`src/hw/lamp_pwm_fault_defs.svh`:
```
// constants of the lamp pwm and half-bridge fault status register slice
// assumes a register access port driven by the serial frame decoder
// Summary of operation
// RULE_01: in 7-bit mode the seventh output duty is (field+1)/128.
// RULE_02: in 7-bit mode the eighth output duty is (field+1)/128.
// RULE_03: the internal pwm drives outputs seven and eight only while internal pwm select is set.
// RULE_04: with high resolution enabled each output takes duty from its own 10-bit register.
// RULE_05: the seventh output pwm runs at 170 Hz with select 0 and 225 Hz with select 1.
// RULE_06: the eighth output pwm runs at 170 Hz with select 0 and 225 Hz with select 1.
// RULE_07: an overcurrent on any of the eight switches sets its flag and turns its output off.
// RULE_08: any overcurrent flag also raises the global supply or overcurrent bit.
// RULE_09: with recovery enabled the tripped output restarts itself after the programmed retry time.
// RULE_10: with recovery disabled the host clears the flag and re-enables the output itself.
// RULE_11: underload is checked only while on and flagged after the filter time of low current.
// RULE_12: any unmasked underload event also sets the global underload bit.
// RULE_13: the bridge one mask keeps its high and low side underloads off the global bit.
// RULE_14: the output underload mask keeps all these underloads off the global bit.
// RULE_15: fault flags read back and clear on read, unused bits read zero.
`ifndef LAMP_PWM_FAULT_DEFS_SVH
`define LAMP_PWM_FAULT_DEFS_SVH
`define ADDR_PWM_PAIR_B 5'h09
`define ADDR_OC_FLAGS 5'h10
`define ADDR_ULD_FLAGS 5'h11
`define PWM_PAIR_B_RESET 16'h0000
`define FLAGS_RESET 16'h0000
`define SEVEN_FSEL_BIT 15
`define SEVEN_DUTY_LSB 8
`define EIGHT_FSEL_BIT 7
`define EIGHT_DUTY_LSB 0
`define CLK_HZ 40000000
`define PWM_FREQ_LO_HZ 170
`define PWM_FREQ_HI_HZ 225
// pwm period split into 1024 steps; period constants are steps of one 1/1024
`define STEP_LO_CYC ((`CLK_HZ) / (`PWM_FREQ_LO_HZ * 1024))
`define STEP_HI_CYC ((`CLK_HZ) / (`PWM_FREQ_HI_HZ * 1024))
`define RETRY_UNIT_US 100
`define RETRY_UNIT_CYC ((`CLK_HZ / 1000000) * `RETRY_UNIT_US)
`define ULD_FILTER_US 2000
`define ULD_FILTER_CYC ((`CLK_HZ / 1000000) * `ULD_FILTER_US)
`endif

```
`src/hw/lamp_pwm_fault_pkg.sv`:
```
// types of the lamp pwm and half-bridge fault status register slice
// assumes nothing beyond the register port
package lamp_pwm_fault_pkg;
    typedef struct packed {
        logic       wr;
        logic       rd;
        logic [4:0] addr;
        logic [15:0] wdata;
    } reg_req_t;
    typedef struct packed {
        logic       internal_pwm_select;
        logic       high_res_duty_enable;
        logic       oc_recovery_enable;
        logic [3:0] overcurrent_retry_time;
        logic [7:0] output_underload_mask;
        logic       bridge_one_underload_mask;
    } cfg_t;
    typedef enum logic [0:0] {OUT_ON, OUT_TRIPPED} trip_state_t;
endpackage

```
`src/hw/lamp_pwm_fault_regs.sv`:
```
// register slice: pwm pair b, overcurrent and underload flags of outputs one to four
// assumes synchronous fault and current inputs from on-chip comparators
`include "lamp_pwm_fault_defs.svh"
module lamp_pwm_fault_regs #(
    parameter int RETRY_UNIT_CYC = `RETRY_UNIT_CYC,
    parameter int ULD_FILTER_CYC = `ULD_FILTER_CYC
) (
    // clock and reset
    input wire logic CLK,
    input wire logic ARST_N,
    // register access
    input wire lamp_pwm_fault_pkg::reg_req_t REQ,
    output logic [15:0] RDATA,
    // configuration from other control registers
    input wire lamp_pwm_fault_pkg::cfg_t CFG,
    input wire logic [9:0] DUTY7_HI_RES,
    input wire logic [9:0] DUTY8_HI_RES,
    // external pwm inputs
    input wire logic EXT_PWM7,
    input wire logic EXT_PWM8,
    // half-bridge switches, index 0..7 = hs1 ls1 hs2 ls2 hs3 ls3 hs4 ls4
    input wire logic [7:0] SWITCH_ON_REQ,
    input wire logic [7:0] OVERCURRENT,
    input wire logic [7:0] LOW_CURRENT,
    output logic [7:0] SWITCH_ENABLE,
    // lamp outputs and global status
    output logic SEVENTH_OUTPUT,
    output logic EIGHTH_OUTPUT,
    output logic GLOBAL_SUPPLY_OR_OVERCURRENT_BIT,
    output logic GLOBAL_UNDERLOAD_BIT
);
    import lamp_pwm_fault_pkg::*;

    // flag bit positions in the 16-bit status words
    function automatic logic [15:0] place_flags(input logic [7:0] f);
        place_flags = {f[0], f[1], f[2], f[3], f[4], f[5], 4'h0, f[6], f[7], 4'h0};
    endfunction

    logic [15:0] pwm_pair_b_r;
    logic [7:0] oc_flag_r, uld_flag_r;
    logic [15:0] rdata_r;
    logic [7:0] enable_r;
    logic seventh_output_r, eighth_output_r, glob_oc_r, glob_uld_r;

    // one address compare shared by every register strobe
    function automatic logic addr_is(input logic [4:0] a, input logic [4:0] reg_addr);
        addr_is = a == reg_addr;
    endfunction

    wire wr_pwm = REQ.wr && addr_is(REQ.addr, `ADDR_PWM_PAIR_B);
    wire rd_pwm = REQ.rd && addr_is(REQ.addr, `ADDR_PWM_PAIR_B);
    wire rd_oc = REQ.rd && addr_is(REQ.addr, `ADDR_OC_FLAGS);
    wire rd_uld = REQ.rd && addr_is(REQ.addr, `ADDR_ULD_FLAGS);

    // external pwm pins come from outside the clock domain: two flip-flops first
    logic [1:0] ext_meta_r;
    logic [1:0] ext_sync_r;
    always_ff @(posedge CLK or negedge ARST_N) begin
        if (!ARST_N) begin
            ext_meta_r <= 2'h0;
            ext_sync_r <= 2'h0;
        end else begin
            ext_meta_r <= {EXT_PWM8, EXT_PWM7};
            ext_sync_r <= ext_meta_r;
        end
    end


    always_ff @(posedge CLK or negedge ARST_N) begin
        if (!ARST_N) begin
            pwm_pair_b_r <= `PWM_PAIR_B_RESET;
        end else if (wr_pwm) begin
            pwm_pair_b_r <= REQ.wdata;
        end
    end

    // pwm generators, one per lamp output
    wire [1:0] fsel = {pwm_pair_b_r[`EIGHT_FSEL_BIT], pwm_pair_b_r[`SEVEN_FSEL_BIT]};
    wire [6:0] duty7 = pwm_pair_b_r[`SEVEN_DUTY_LSB +: 7];
    wire [6:0] duty8 = pwm_pair_b_r[`EIGHT_DUTY_LSB +: 7];
    // 7-bit field scaled to 1024 steps: (n+1)*8 steps on
    wire [10:0] thr7_lo = {1'b0, duty7, 3'h0} + 11'h008; // RULE_01
    wire [10:0] thr8_lo = {1'b0, duty8, 3'h0} + 11'h008; // RULE_02
    // high resolution bypasses the shared 7-bit duty fields; frequency select still comes from the shared register
    wire [10:0] thr7 = CFG.high_res_duty_enable ? {1'b0, DUTY7_HI_RES} : thr7_lo; // RULE_04
    wire [10:0] thr8 = CFG.high_res_duty_enable ? {1'b0, DUTY8_HI_RES} : thr8_lo; // RULE_04
    wire [10:0] thr [2];
    assign thr[0] = thr7;
    assign thr[1] = thr8;
    logic [1:0] pwm_level;
    genvar g;
    generate
        for (g = 0; g < 2; g++) begin : gen_pwm
            logic [15:0] pre_r;
            logic [9:0] step_r;
            wire [15:0] pre_top = fsel[g] ?
                                  16'(`STEP_HI_CYC - 1) : // RULE_05 RULE_06
                                  16'(`STEP_LO_CYC - 1);
            always_ff @(posedge CLK or negedge ARST_N) begin
                if (!ARST_N) begin
                    pre_r <= 16'h0000;
                    step_r <= 10'h000;
                end else if (pre_r >= pre_top) begin
                    pre_r <= 16'h0000;
                    step_r <= step_r + 10'h001;
                end else begin
                    pre_r <= pre_r + 16'h0001;
                end
            end
            assign pwm_level[g] = {1'b0, step_r} < thr[g];
        end
    endgenerate

    // internal generator only while selected, otherwise the synchronised pin
    wire seventh_output_nxt = CFG.internal_pwm_select ? pwm_level[0] : ext_sync_r[0]; // RULE_03
    wire eighth_output_nxt = CFG.internal_pwm_select ? pwm_level[1] : ext_sync_r[1]; // RULE_03

    // per-switch overcurrent trip, retry and underload filter
    logic [7:0] uld_event;
    generate
        for (g = 0; g < 8; g++) begin : gen_sw
            trip_state_t st_r;
            logic [31:0] cnt_r;
            logic [31:0] uld_cnt_r;
            // retry time counts in whole units, field value plus one
            wire [31:0] retry_cyc = 32'(CFG.overcurrent_retry_time + 1)
                                    * 32'(RETRY_UNIT_CYC);
            wire on = st_r == OUT_ON && SWITCH_ON_REQ[g];
            // trip only on what the flag also sees, so flag and shutdown agree
            wire trip_hit = OVERCURRENT[g] && SWITCH_ENABLE[g];
            wire retry_done = CFG.oc_recovery_enable && cnt_r + 1 >= retry_cyc;
            wire host_rearm = !CFG.oc_recovery_enable && !oc_flag_r[g] && !SWITCH_ON_REQ[g];
            wire uld_low = on && LOW_CURRENT[g];
            always_ff @(posedge CLK or negedge ARST_N) begin
                if (!ARST_N) begin
                    st_r <= OUT_ON;
                    cnt_r <= 32'h0000_0000;
                end else begin
                    unique case (st_r)
                        OUT_ON: begin
                            cnt_r <= 32'h0000_0000;
                            if (trip_hit) st_r <= OUT_TRIPPED; // RULE_07
                        end
                        OUT_TRIPPED: begin
                            cnt_r <= cnt_r + 32'h0000_0001;
                            // without recovery: flag read clear and the request dropped once
                            if (retry_done) begin
                                st_r <= OUT_ON; // RULE_09
                            end else if (host_rearm) begin
                                st_r <= OUT_ON; // RULE_10
                            end
                        end
                    endcase
                end
            end
            always_ff @(posedge CLK or negedge ARST_N) begin
                if (!ARST_N) begin
                    uld_cnt_r <= 32'h0000_0000;
                end else if (uld_low) begin // RULE_11
                    if (uld_cnt_r < 32'(ULD_FILTER_CYC)) begin
                        uld_cnt_r <= uld_cnt_r + 32'h0000_0001;
                    end
                end else begin
                    uld_cnt_r <= 32'h0000_0000;
                end
            end
            // saturating count gives one event per low-current stretch
            assign uld_event[g] = uld_low && uld_cnt_r == 32'(ULD_FILTER_CYC) - 1; // RULE_11
        end
    endgenerate

    wire [7:0] oc_event = OVERCURRENT & SWITCH_ENABLE;
    // a new event in the read cycle wins over the clear
    wire [7:0] oc_nxt = (rd_oc ? 8'h00 : oc_flag_r) | oc_event; // RULE_07 RULE_15
    wire [7:0] uld_nxt = (rd_uld ? 8'h00 : uld_flag_r) | uld_event; // RULE_15
    // global underload bit honours both masks
    wire [7:0] uld_mask = CFG.output_underload_mask | {6'h00, {2{CFG.bridge_one_underload_mask}}};
    wire [7:0] uld_global_src = uld_nxt & ~uld_mask; // RULE_12 RULE_13 RULE_14
    wire [15:0] oc_word = place_flags(oc_flag_r);
    wire [15:0] uld_word = place_flags(uld_flag_r);
    wire [15:0] rdata_nxt = rd_oc ? oc_word : // RULE_15
                            rd_uld ? uld_word :
                            rd_pwm ? pwm_pair_b_r :
                            16'h0000;
    // gate enable drops at the same edge that sets the flag
    wire [7:0] enable_nxt;
    for (g = 0; g < 8; g++) begin : gen_en
        assign enable_nxt[g] = gen_sw[g].st_r == OUT_ON && !(OVERCURRENT[g] && SWITCH_ENABLE[g])
                               && SWITCH_ON_REQ[g]; // RULE_07
    end

    always_ff @(posedge CLK or negedge ARST_N) begin
        if (!ARST_N) begin
            oc_flag_r <= 8'h00;
            uld_flag_r <= 8'h00;
            rdata_r <= `FLAGS_RESET;
            enable_r <= 8'h00;
            seventh_output_r <= 1'b0;
            eighth_output_r <= 1'b0;
            glob_oc_r <= 1'b0;
            glob_uld_r <= 1'b0;
        end else begin
            oc_flag_r <= oc_nxt;
            uld_flag_r <= uld_nxt;
            rdata_r <= rdata_nxt;
            enable_r <= enable_nxt;
            seventh_output_r <= seventh_output_nxt;
            eighth_output_r <= eighth_output_nxt;
            glob_oc_r <= |oc_nxt; // RULE_08
            glob_uld_r <= |uld_global_src; // RULE_12
        end
    end

    assign RDATA = rdata_r;
    assign SWITCH_ENABLE = enable_r;
    assign SEVENTH_OUTPUT = seventh_output_r;
    assign EIGHTH_OUTPUT = eighth_output_r;
    assign GLOBAL_SUPPLY_OR_OVERCURRENT_BIT = glob_oc_r;
    assign GLOBAL_UNDERLOAD_BIT = glob_uld_r;
endmodule

```
`config.mk`:
```
export PLATFORM = sky130hd
export DESIGN_NAME = lamp_pwm_fault_regs
export DESIGN_NICKNAME = d
export VERILOG_FILES = /design/src/hw/lamp_pwm_fault_pkg.sv /design/src/hw/lamp_pwm_fault_regs.sv
export VERILOG_INCLUDE_DIRS = /design/src /design/src/hw
export SDC_FILE = /design/constraint.sdc
export NUM_CORES = 1
export LEC_CHECK = 0
export BUFFER_PORTS_ARGS = -buffer_cell sky130_fd_sc_hd__buf_2
export CORE_MARGIN = 1.5
export CORE_UTILIZATION = 57
export CTS_CLUSTER_DIAMETER = 120
export DETAILED_ROUTE_END_ITERATION = 10
export PLACE_DENSITY = 0.76
export SKIP_CTS_REPAIR_TIMING = 1
export SYNTH_ARGS = -nofsm -noshare
export SYNTH_HDL_FRONTEND = slang
export SYNTH_SLANG_ARGS = --single-unit
```
`constraint.sdc`:
```
create_clock -name CLK -period 3 [get_ports CLK]
set_input_delay 0.75 -clock CLK [delete_from_list [all_inputs] [get_ports CLK]]
set_output_delay 0.75 -clock CLK [all_outputs]
set_load 0.05 [all_outputs]
```
==> run summary, run 1 <==
cells on worst reg2reg path: 13
final setup vio count: 8
GRT Total Usage: 25.2%
Worst-Margin Slew: 0.793 ns
type of the worst min-delay path: input pin to async pin
Top FF cell, synth: dfrtp_1
Hold Vio Cnt, Final: 0
CTS Buf Count: 69
clock root buffer: clkbuf_16
Static Leak: 18.4 nW
RSZ-0062 raised after global routing: true
Pre-antenna DRT Iters: 9
Ys Warns: 0
area of the core: 59,100 um2
ratio of cells with drive above 1 in the final layout: 13.5%
post-route design area: 39,700 um2
Seq pwr share: 39.8%
Placed Area: 37,000 um2
final wirelength: 76.0 mm
vias in the first global route: 25.4k
max cap viols: 0
delay-heaviest family, CP: adder cells
Switch Pwr: 7.33 mW
Sw Ratio: 30.1%
WS Path Type: input pin to register
combinational power share: 24.0%
Distinct cells, synth: 80
Synth Instances: 3,466
initial antenna violation count: 2
Slew Limit Fails: 0
PortBufs: 114
WP buf/inv: 10
Final min period: 5.22 ns
clk slew on worst S/H paths: 0.06 ns
WL/cell: 16.6 um
failing checks: DRC, setup timing
P&R area growth vs syn: 16.4%
PD cells: 613 nW/um2
vias per cell: 5.62
Peak VDD IR: 0.542 mV
Synth area leaders: dfrtp_1 (47%), ha_1 (6.2%), and2_1 (6.1%)
worst-path maximum fanout: 4
mapped cell area: 34,100 um2
Int Power: 17.0 mW
Final nets: 4,030
antenna-violating nets left: 0
GPL Wtd Cong: 0.883
Layout Skew: 0.0147 ns
Worst R2R End: gen_sw[5].st_r
Die ar.: 61,300 um2
Starting DRT DRC Count: 1,645
cell taking the most area after synthesis: dfrtp_1
CTS sink count: 636
Critical Path RT: 3.49 ns
CP max stage delay: 0.57 ns
clock power share: 36.1%
sequential-to-total area share from yosys stat: 46.7%
Post-Layout Cell Count: 4,586
status: finished, violations left
relative slew slack: 45.8%
cell total after placement: 4,456
Remaining DRCs: 20
maximum clock rate: 192 MHz
Crit. End Element: register
period utilization: 174%
Skew-Pair Late Insertion Delay: 0.61 ns
Worst Path Arrival: 5.71 ns
crit path max-delay cell type: or4b_4
crit start category: input pin
Die Height: 248 um
most frequent cells in the layout: dfrtp_1 (636), nor2_1 (335), and2_1 (332), nand2_1 (266), xnor2_1 (213)
total number of H-tree levels: 3
final setup TNS: -15.14 ns
I/O pin count: 115
largest net degree at the start of global routing: 77
Post-synth EDFFs: 0
flop2flop setup slack: -0.26 ns
Post-DP HPWL: 53.1 mm
Power Total: 24.4 mW
CTS tree: done
Yosys reg bits: 636
Starting Density: 57.7%
row count: 89
FFs w/ async S/R, synth: 100%
most frequent CP cell: inv_2
vias post-DR: 25.8k
Synth top area share: 46.7%
reg2reg start: gen_sw[5].cnt_r[0]
CTS Buffer Depth: 3
most common cell after layout, fill and taps aside: dfrtp_1
average footprint of a synthesized cell: 9.84 um2
first-pass GRT wire length: 126 mm
grt total ovfl: 0
Final WS setup: -2.22 ns
Die X: 248 um
-- cells by family (layout without fill, tap and decap cells) --
kind of cell	after synthesis	after routing	share of synthesized area, %
xor gates and xnor gates	412	412	10.6
other	1	16	0.0110
AOI/OAI and AO/OA	338	338	6.48
and+or+nand+nor	1672	1672	25.9
adders and majority gates	180	180	6.82
buffers and inverters	177	509	1.98
muxes	50	50	1.55
DFF	636	636	46.7
-- area by class of cell --
class | instances | area (um2)
Clock inverter | 26 | 383
Multi-Input combinational cell | 2666 | 17900
Fill cell | 4454 | 19400
Inverter | 82 | 310
Sequential cell | 636 | 15900
Timing Repair Buffer | 308 | 2210
Clock buffer | 93 | 1960
Tap cell | 773 | 967
Antenna cell | 2 | 5.00
-- flip-flops by register name (all words and copies together) (netlist names), 2 cells and up --
name	flops
gen_sw.cnt_r	256
gen_sw.uld_cnt_r	256
gen_pwm.pre_r	32
gen_pwm.step_r	20
RDATA	16
pwm_pair_b_r	16
SWITCH_ENABLE	8
gen_sw.st_r	8
oc_flag_r	8
uld_flag_r	8
ext_meta_r	2
ext_sync_r	2
-- metal layers --
layer	wire [um]	vias up	global-route usage, %
met4	2070	0	8.25
met2	36100	530	41.3
met5	0	-	0
met1	34400	12500	34.4
met3	3380	141	3.99
li1	-	12600	-
-- Yosys cell counts, drive strengths merged, types with 4 or more instances --
| cell | instances |
|---|---|
| nand4 | 130 |
| and3b | 12 |
| a21boi | 17 |
| nor2b | 55 |
| and2 | 332 |
| nand3 | 194 |
| nand2 | 266 |
| a21o | 25 |
| inv | 82 |
| a22oi | 5 |
| buf | 6 |
| and3 | 79 |
| clkbuf | 89 |
| o21a | 17 |
| a41oi | 9 |
| a21oi | 79 |
| xnor2 | 218 |
| nand3b | 11 |
| o32a | 5 |
| nor2 | 337 |
| mux2 | 23 |
| a211oi | 8 |
| o2111ai | 5 |
| nand2b | 17 |
| o211ai | 7 |
| or4 | 10 |
| a31o | 4 |
| or3 | 28 |
| xor2 | 194 |
| nor3 | 79 |
| o21ai | 78 |
| a2111oi | 8 |
| mux2i | 27 |
| a31oi | 26 |
| ha | 170 |
| a22o | 6 |
| and4 | 29 |
| nor4 | 67 |
| o22ai | 5 |
| or2 | 12 |
| o31ai | 6 |
| dfrtp | 636 |
| nor3b | 7 |
| fa | 10 |
-- worst register-to-register path, cell delays in order (launching register included) --
cell	delay [ns]
dfrtp_1	0.39
nand2_1	0.08
or2_2	0.30
nor2_1	0.13
and3_1	0.19
xor2_1	0.26
ha_1	0.29
a2111oi_0	0.50
o311a_2	0.27
a21oi_1	0.07
o211ai_1	0.18
a21boi_0	0.12
o31a_1	0.28
o21ai_1	0.13
-- power groups by stage --
stage	Combinational (mW)	Sequential, mW	Clock, mW
2_1_floorplan	3.10	9.74	0
3_3_place_gp	5.10	9.82	0
3_5_place_dp	5.28	9.83	0
4_1_cts	5.35	9.69	8.99
5_1_grt	6.49	9.77	9.32
6_report	5.85	9.70	8.80
-- worst max path at each step --
stage	depth (start not counted)	from	endpoint	slack [ns]
global route	27	CFG[10]	gen_sw[3].st_r	-2.38
CTS	27	CFG[9]	gen_sw[3].st_r	-2.22
global placement	27	CFG[9]	gen_sw[3].st_r	-2.70
finish	28	CFG[10]	gen_sw[6].st_r	-2.22
floorplan	26	CFG[9]	gen_sw[3].st_r	-2.48
detailed placement	27	CFG[9]	gen_sw[3].st_r	-2.83
-- per-stage QoR --
stage	hold slack [ns]	utilization, %	setup slack [ns]
5_1_grt	0.144	67.1	-2.38
4_1_cts	0.118	66.5	-2.22
3_5_place_dp	0.337	62.5	-2.83
6_report	0.127	67.1	-2.22
2_1_floorplan	0.331	-	-2.48
3_3_place_gp	0.334	62.5	-2.70
(Power assumes the default switching activity.)
==> run 2, diff against run 1 <==
- ABC_AREA: default -> 1
==> run 2 against run 1 <==
Compared with the run above: the run ends with setup timing left; count of clock-buffer cells in the layout is 8 higher; sequential share of layout area shrank 1.8 points; die area is 6.6% higher; first-iteration DRC count grew 32%; worst hold slack worse by 0.019 ns; register-to-register slack improved by 0.35 ns; critical path depth rose by 2; worst setup slack gained 0.48 ns; global-route usage rose by 2.3 points; combinational power decreased by 2%; fmax is 10% higher; critical endpoint is now gen_sw[1].st_r; largest power group unchanged.
==> run summary, run 2 <==
Critical Path RT: 3.55 ns
mapped cell area: 36,400 um2
RSZ-0062 raised after global routing: true
WS Path Type: input pin to register
crit path max-delay cell type: fa_1
Yosys reg bits: 636
multiplexer area fraction after synthesis: 0.117%
Synth Area in Compound Gates: 6.28%
most common cell after layout, fill and taps aside: nand2_1
crit start category: input pin
CTS Buf Count: 71
final setup vio count: 8
Antenna Cells: 0
largest net degree at the start of global routing: 69
PD cells: 581 nW/um2
sequential-to-total area share from yosys stat: 43.7%
Peak VDD IR: 0.596 mV
CTS Buffer Depth: 3
P&R area growth vs syn: 14.1%
WL/cell: 14.7 um
Remaining DRCs: 0
Power Total: 24.1 mW
vias per cell: 5.26
Placed Area: 38,900 um2
WP buf/inv: 6
GRT Total Usage: 27.5%
FFs w/ async S/R, synth: 100%
most frequent cells in the layout: nand2_1 (1,213), nor2_1 (971), inv_1 (667), dfrtp_1 (636), nand3_1 (241)
Starting DRT DRC Count: 2,168
Worst-Margin Slew: 0.777 ns
Final min period: 4.74 ns
Crit. End Element: register
Die Height: 256 um
area of the core: 63,100 um2
clock root buffer: clkbuf_16
post-route design area: 41,500 um2
maximum clock rate: 211 MHz
delay-heaviest family, CP: adder cells
fill count: 5,450
CP max stage delay: 0.54 ns
Simple-Gate Fraction of Synth Area: 32.3%
clk slew on worst S/H paths: 0.06 ns
Starting Density: 57.7%
ratio of cells with drive above 1 in the final layout: 9.78%
top cells by count, synth: nand2_1 (1,220), nor2_1 (973), inv_1 (673), dfrtp_1 (636), nand3_1 (243)
total number of H-tree levels: 3
Hold Vio Cnt, Final: 0
Top FF cell, synth: dfrtp_1
largest family of logic cells by synthesized area: simple AND/OR/NAND/NOR gates
Final WS setup: -1.74 ns
Layout Skew: 0.0265 ns
first-pass GRT wire length: 149 mm
relative slew slack: 48.1%
Post-Place Setup Slack: -2.55 ns
status: finished, violations left
Synth area leaders: dfrtp_1 (44%), nand2_1 (13%), nor2_1 (10%)
Skew-Pair Late Insertion Delay: 0.62 ns
PortBufs: 114
vias post-DR: 31.8k
Distinct cells, synth: 61
Pre-antenna DRT Iters: 5
Worst Path Arrival: 5.29 ns
Static Leak: 20.0 nW
cell taking the most area after synthesis: dfrtp_1
CTS tree: done
Largest regs: gen_sw.cnt_r x256, gen_sw.uld_cnt_r x256, gen_pwm.pre_r x32
Slew Limit Fails: 0
Ys Warns: 0
vias in the first global route: 30.6k
period utilization: 158%
average footprint of a synthesized cell: 7.43 um2
Synth Instances: 4,897
CTS sink count: 636
synthesized-area fraction occupied by adder cells: 6.39%
most frequent CP cell: nand2_1
Post-synth EDFFs: 0
Synth Area in XOR/XNOR: 3.32%
initial antenna violation count: 0
final wirelength: 89.1 mm
Synth top area share: 43.7%
GPL Wtd Cong: 0.950
Die X: 256 um
most common cell in the netlist: nand2_1
Final nets: 5,418
grt total ovfl: 0
Die ar.: 65,400 um2
row count: 92
I/O pin count: 115
worst-path maximum fanout: 4
failing checks: setup timing
Post-DP HPWL: 66.6 mm
antenna-violating nets left: 0
max cap viols: 0
type of the worst min-delay path: input pin to async pin
run 2: area by class of cell:
type	instances	area (um2)	share of cell area, %
clock inverters	25	294	0.708
well taps	846	1060	2.55
multi-input cells	3524	18000	43.3
inverters	691	2600	6.25
flip-flops and latches	636	15900	38.3
repair buffers	227	1620	3.90
clock buffers	101	2060	4.96
run 2: path summary, 6_finish.rpt:
path	startpoint	depth (start not counted)	to	slack, ns
worst min register to register	ext_meta_r[0]	0	ext_sync_r[0]	0.36
worst max-delay path	CFG[11]	30	gen_sw[1].st_r	-1.74
worst max register to register	gen_sw[1].cnt_r[3]	20	gen_sw[1].st_r	0.09
min in group CLK	EXT_PWM8	1	ext_meta_r[1]	0.24
max in group asynchronous	ARST_N	2	gen_sw[0].uld_cnt_r[18]	1.96
worst min-delay path	ARST_N	1	SEVENTH_OUTPUT	0.11
run 2: cell families (layout without fill, tap and decap cells):
kind of cell,count (synthesis),count (layout)
AO/OA/AOI/OAI,398,398
AND/OR/NAND/NOR,2790,2790
XOR/XNOR,138,138
adder cells (fa/ha/maj),180,180
flip-flops,636,636
other,1,14
multiplexers,4,4
buffers and inverters,750,1044
run 2: per-layer routing:
layer  wire length [um]  share of wire [%]  up-vias  track usage [%]
met5                  0                  0        -                0
met4               2990                3.4        0             9.78
met3               4040                4.5      176             3.65
met2              42200                 47      758             45.6
met1              39900                 45    15000             37.1
li1                   -                  -    15900                -
run 2: worst register-to-register path, delay by kind of cell, from the launching register on:
| kind | cells | cell delay, ns |
|---|---|---|
| AND/OR/NAND/NOR | 16 | 1.55 |
| flip-flops | 1 | 0.40 |
| adder cells (fa/ha/maj) | 1 | 0.31 |
| XOR/XNOR | 1 | 0.30 |
| AO/OA/AOI/OAI | 1 | 0.19 |
| buffers and inverters | 1 | 0.11 |
run 2: metrics by stage:
step	std cells	setup TNS, ns	hold WS [ns]	utilization, %
floorplan	4910	-15.65	0.331	-
global placement	5916	-19.34	0.335	61.6
detailed placement	5916	-19.79	0.341	61.6
CTS	6042	-14.69	0.0959	65.3
global route	6050	-15.09	0.106	65.8
finish	6050	-13.33	0.108	65.8
run 2: power breakdown:
group          switching (mW)  leakage, nW  internal (mW)
clock                    3.63         1.15           5.17
combinational            3.57         10.2           2.18
sequential              0.542         8.64           9.05
total                    7.73         20.0           16.4
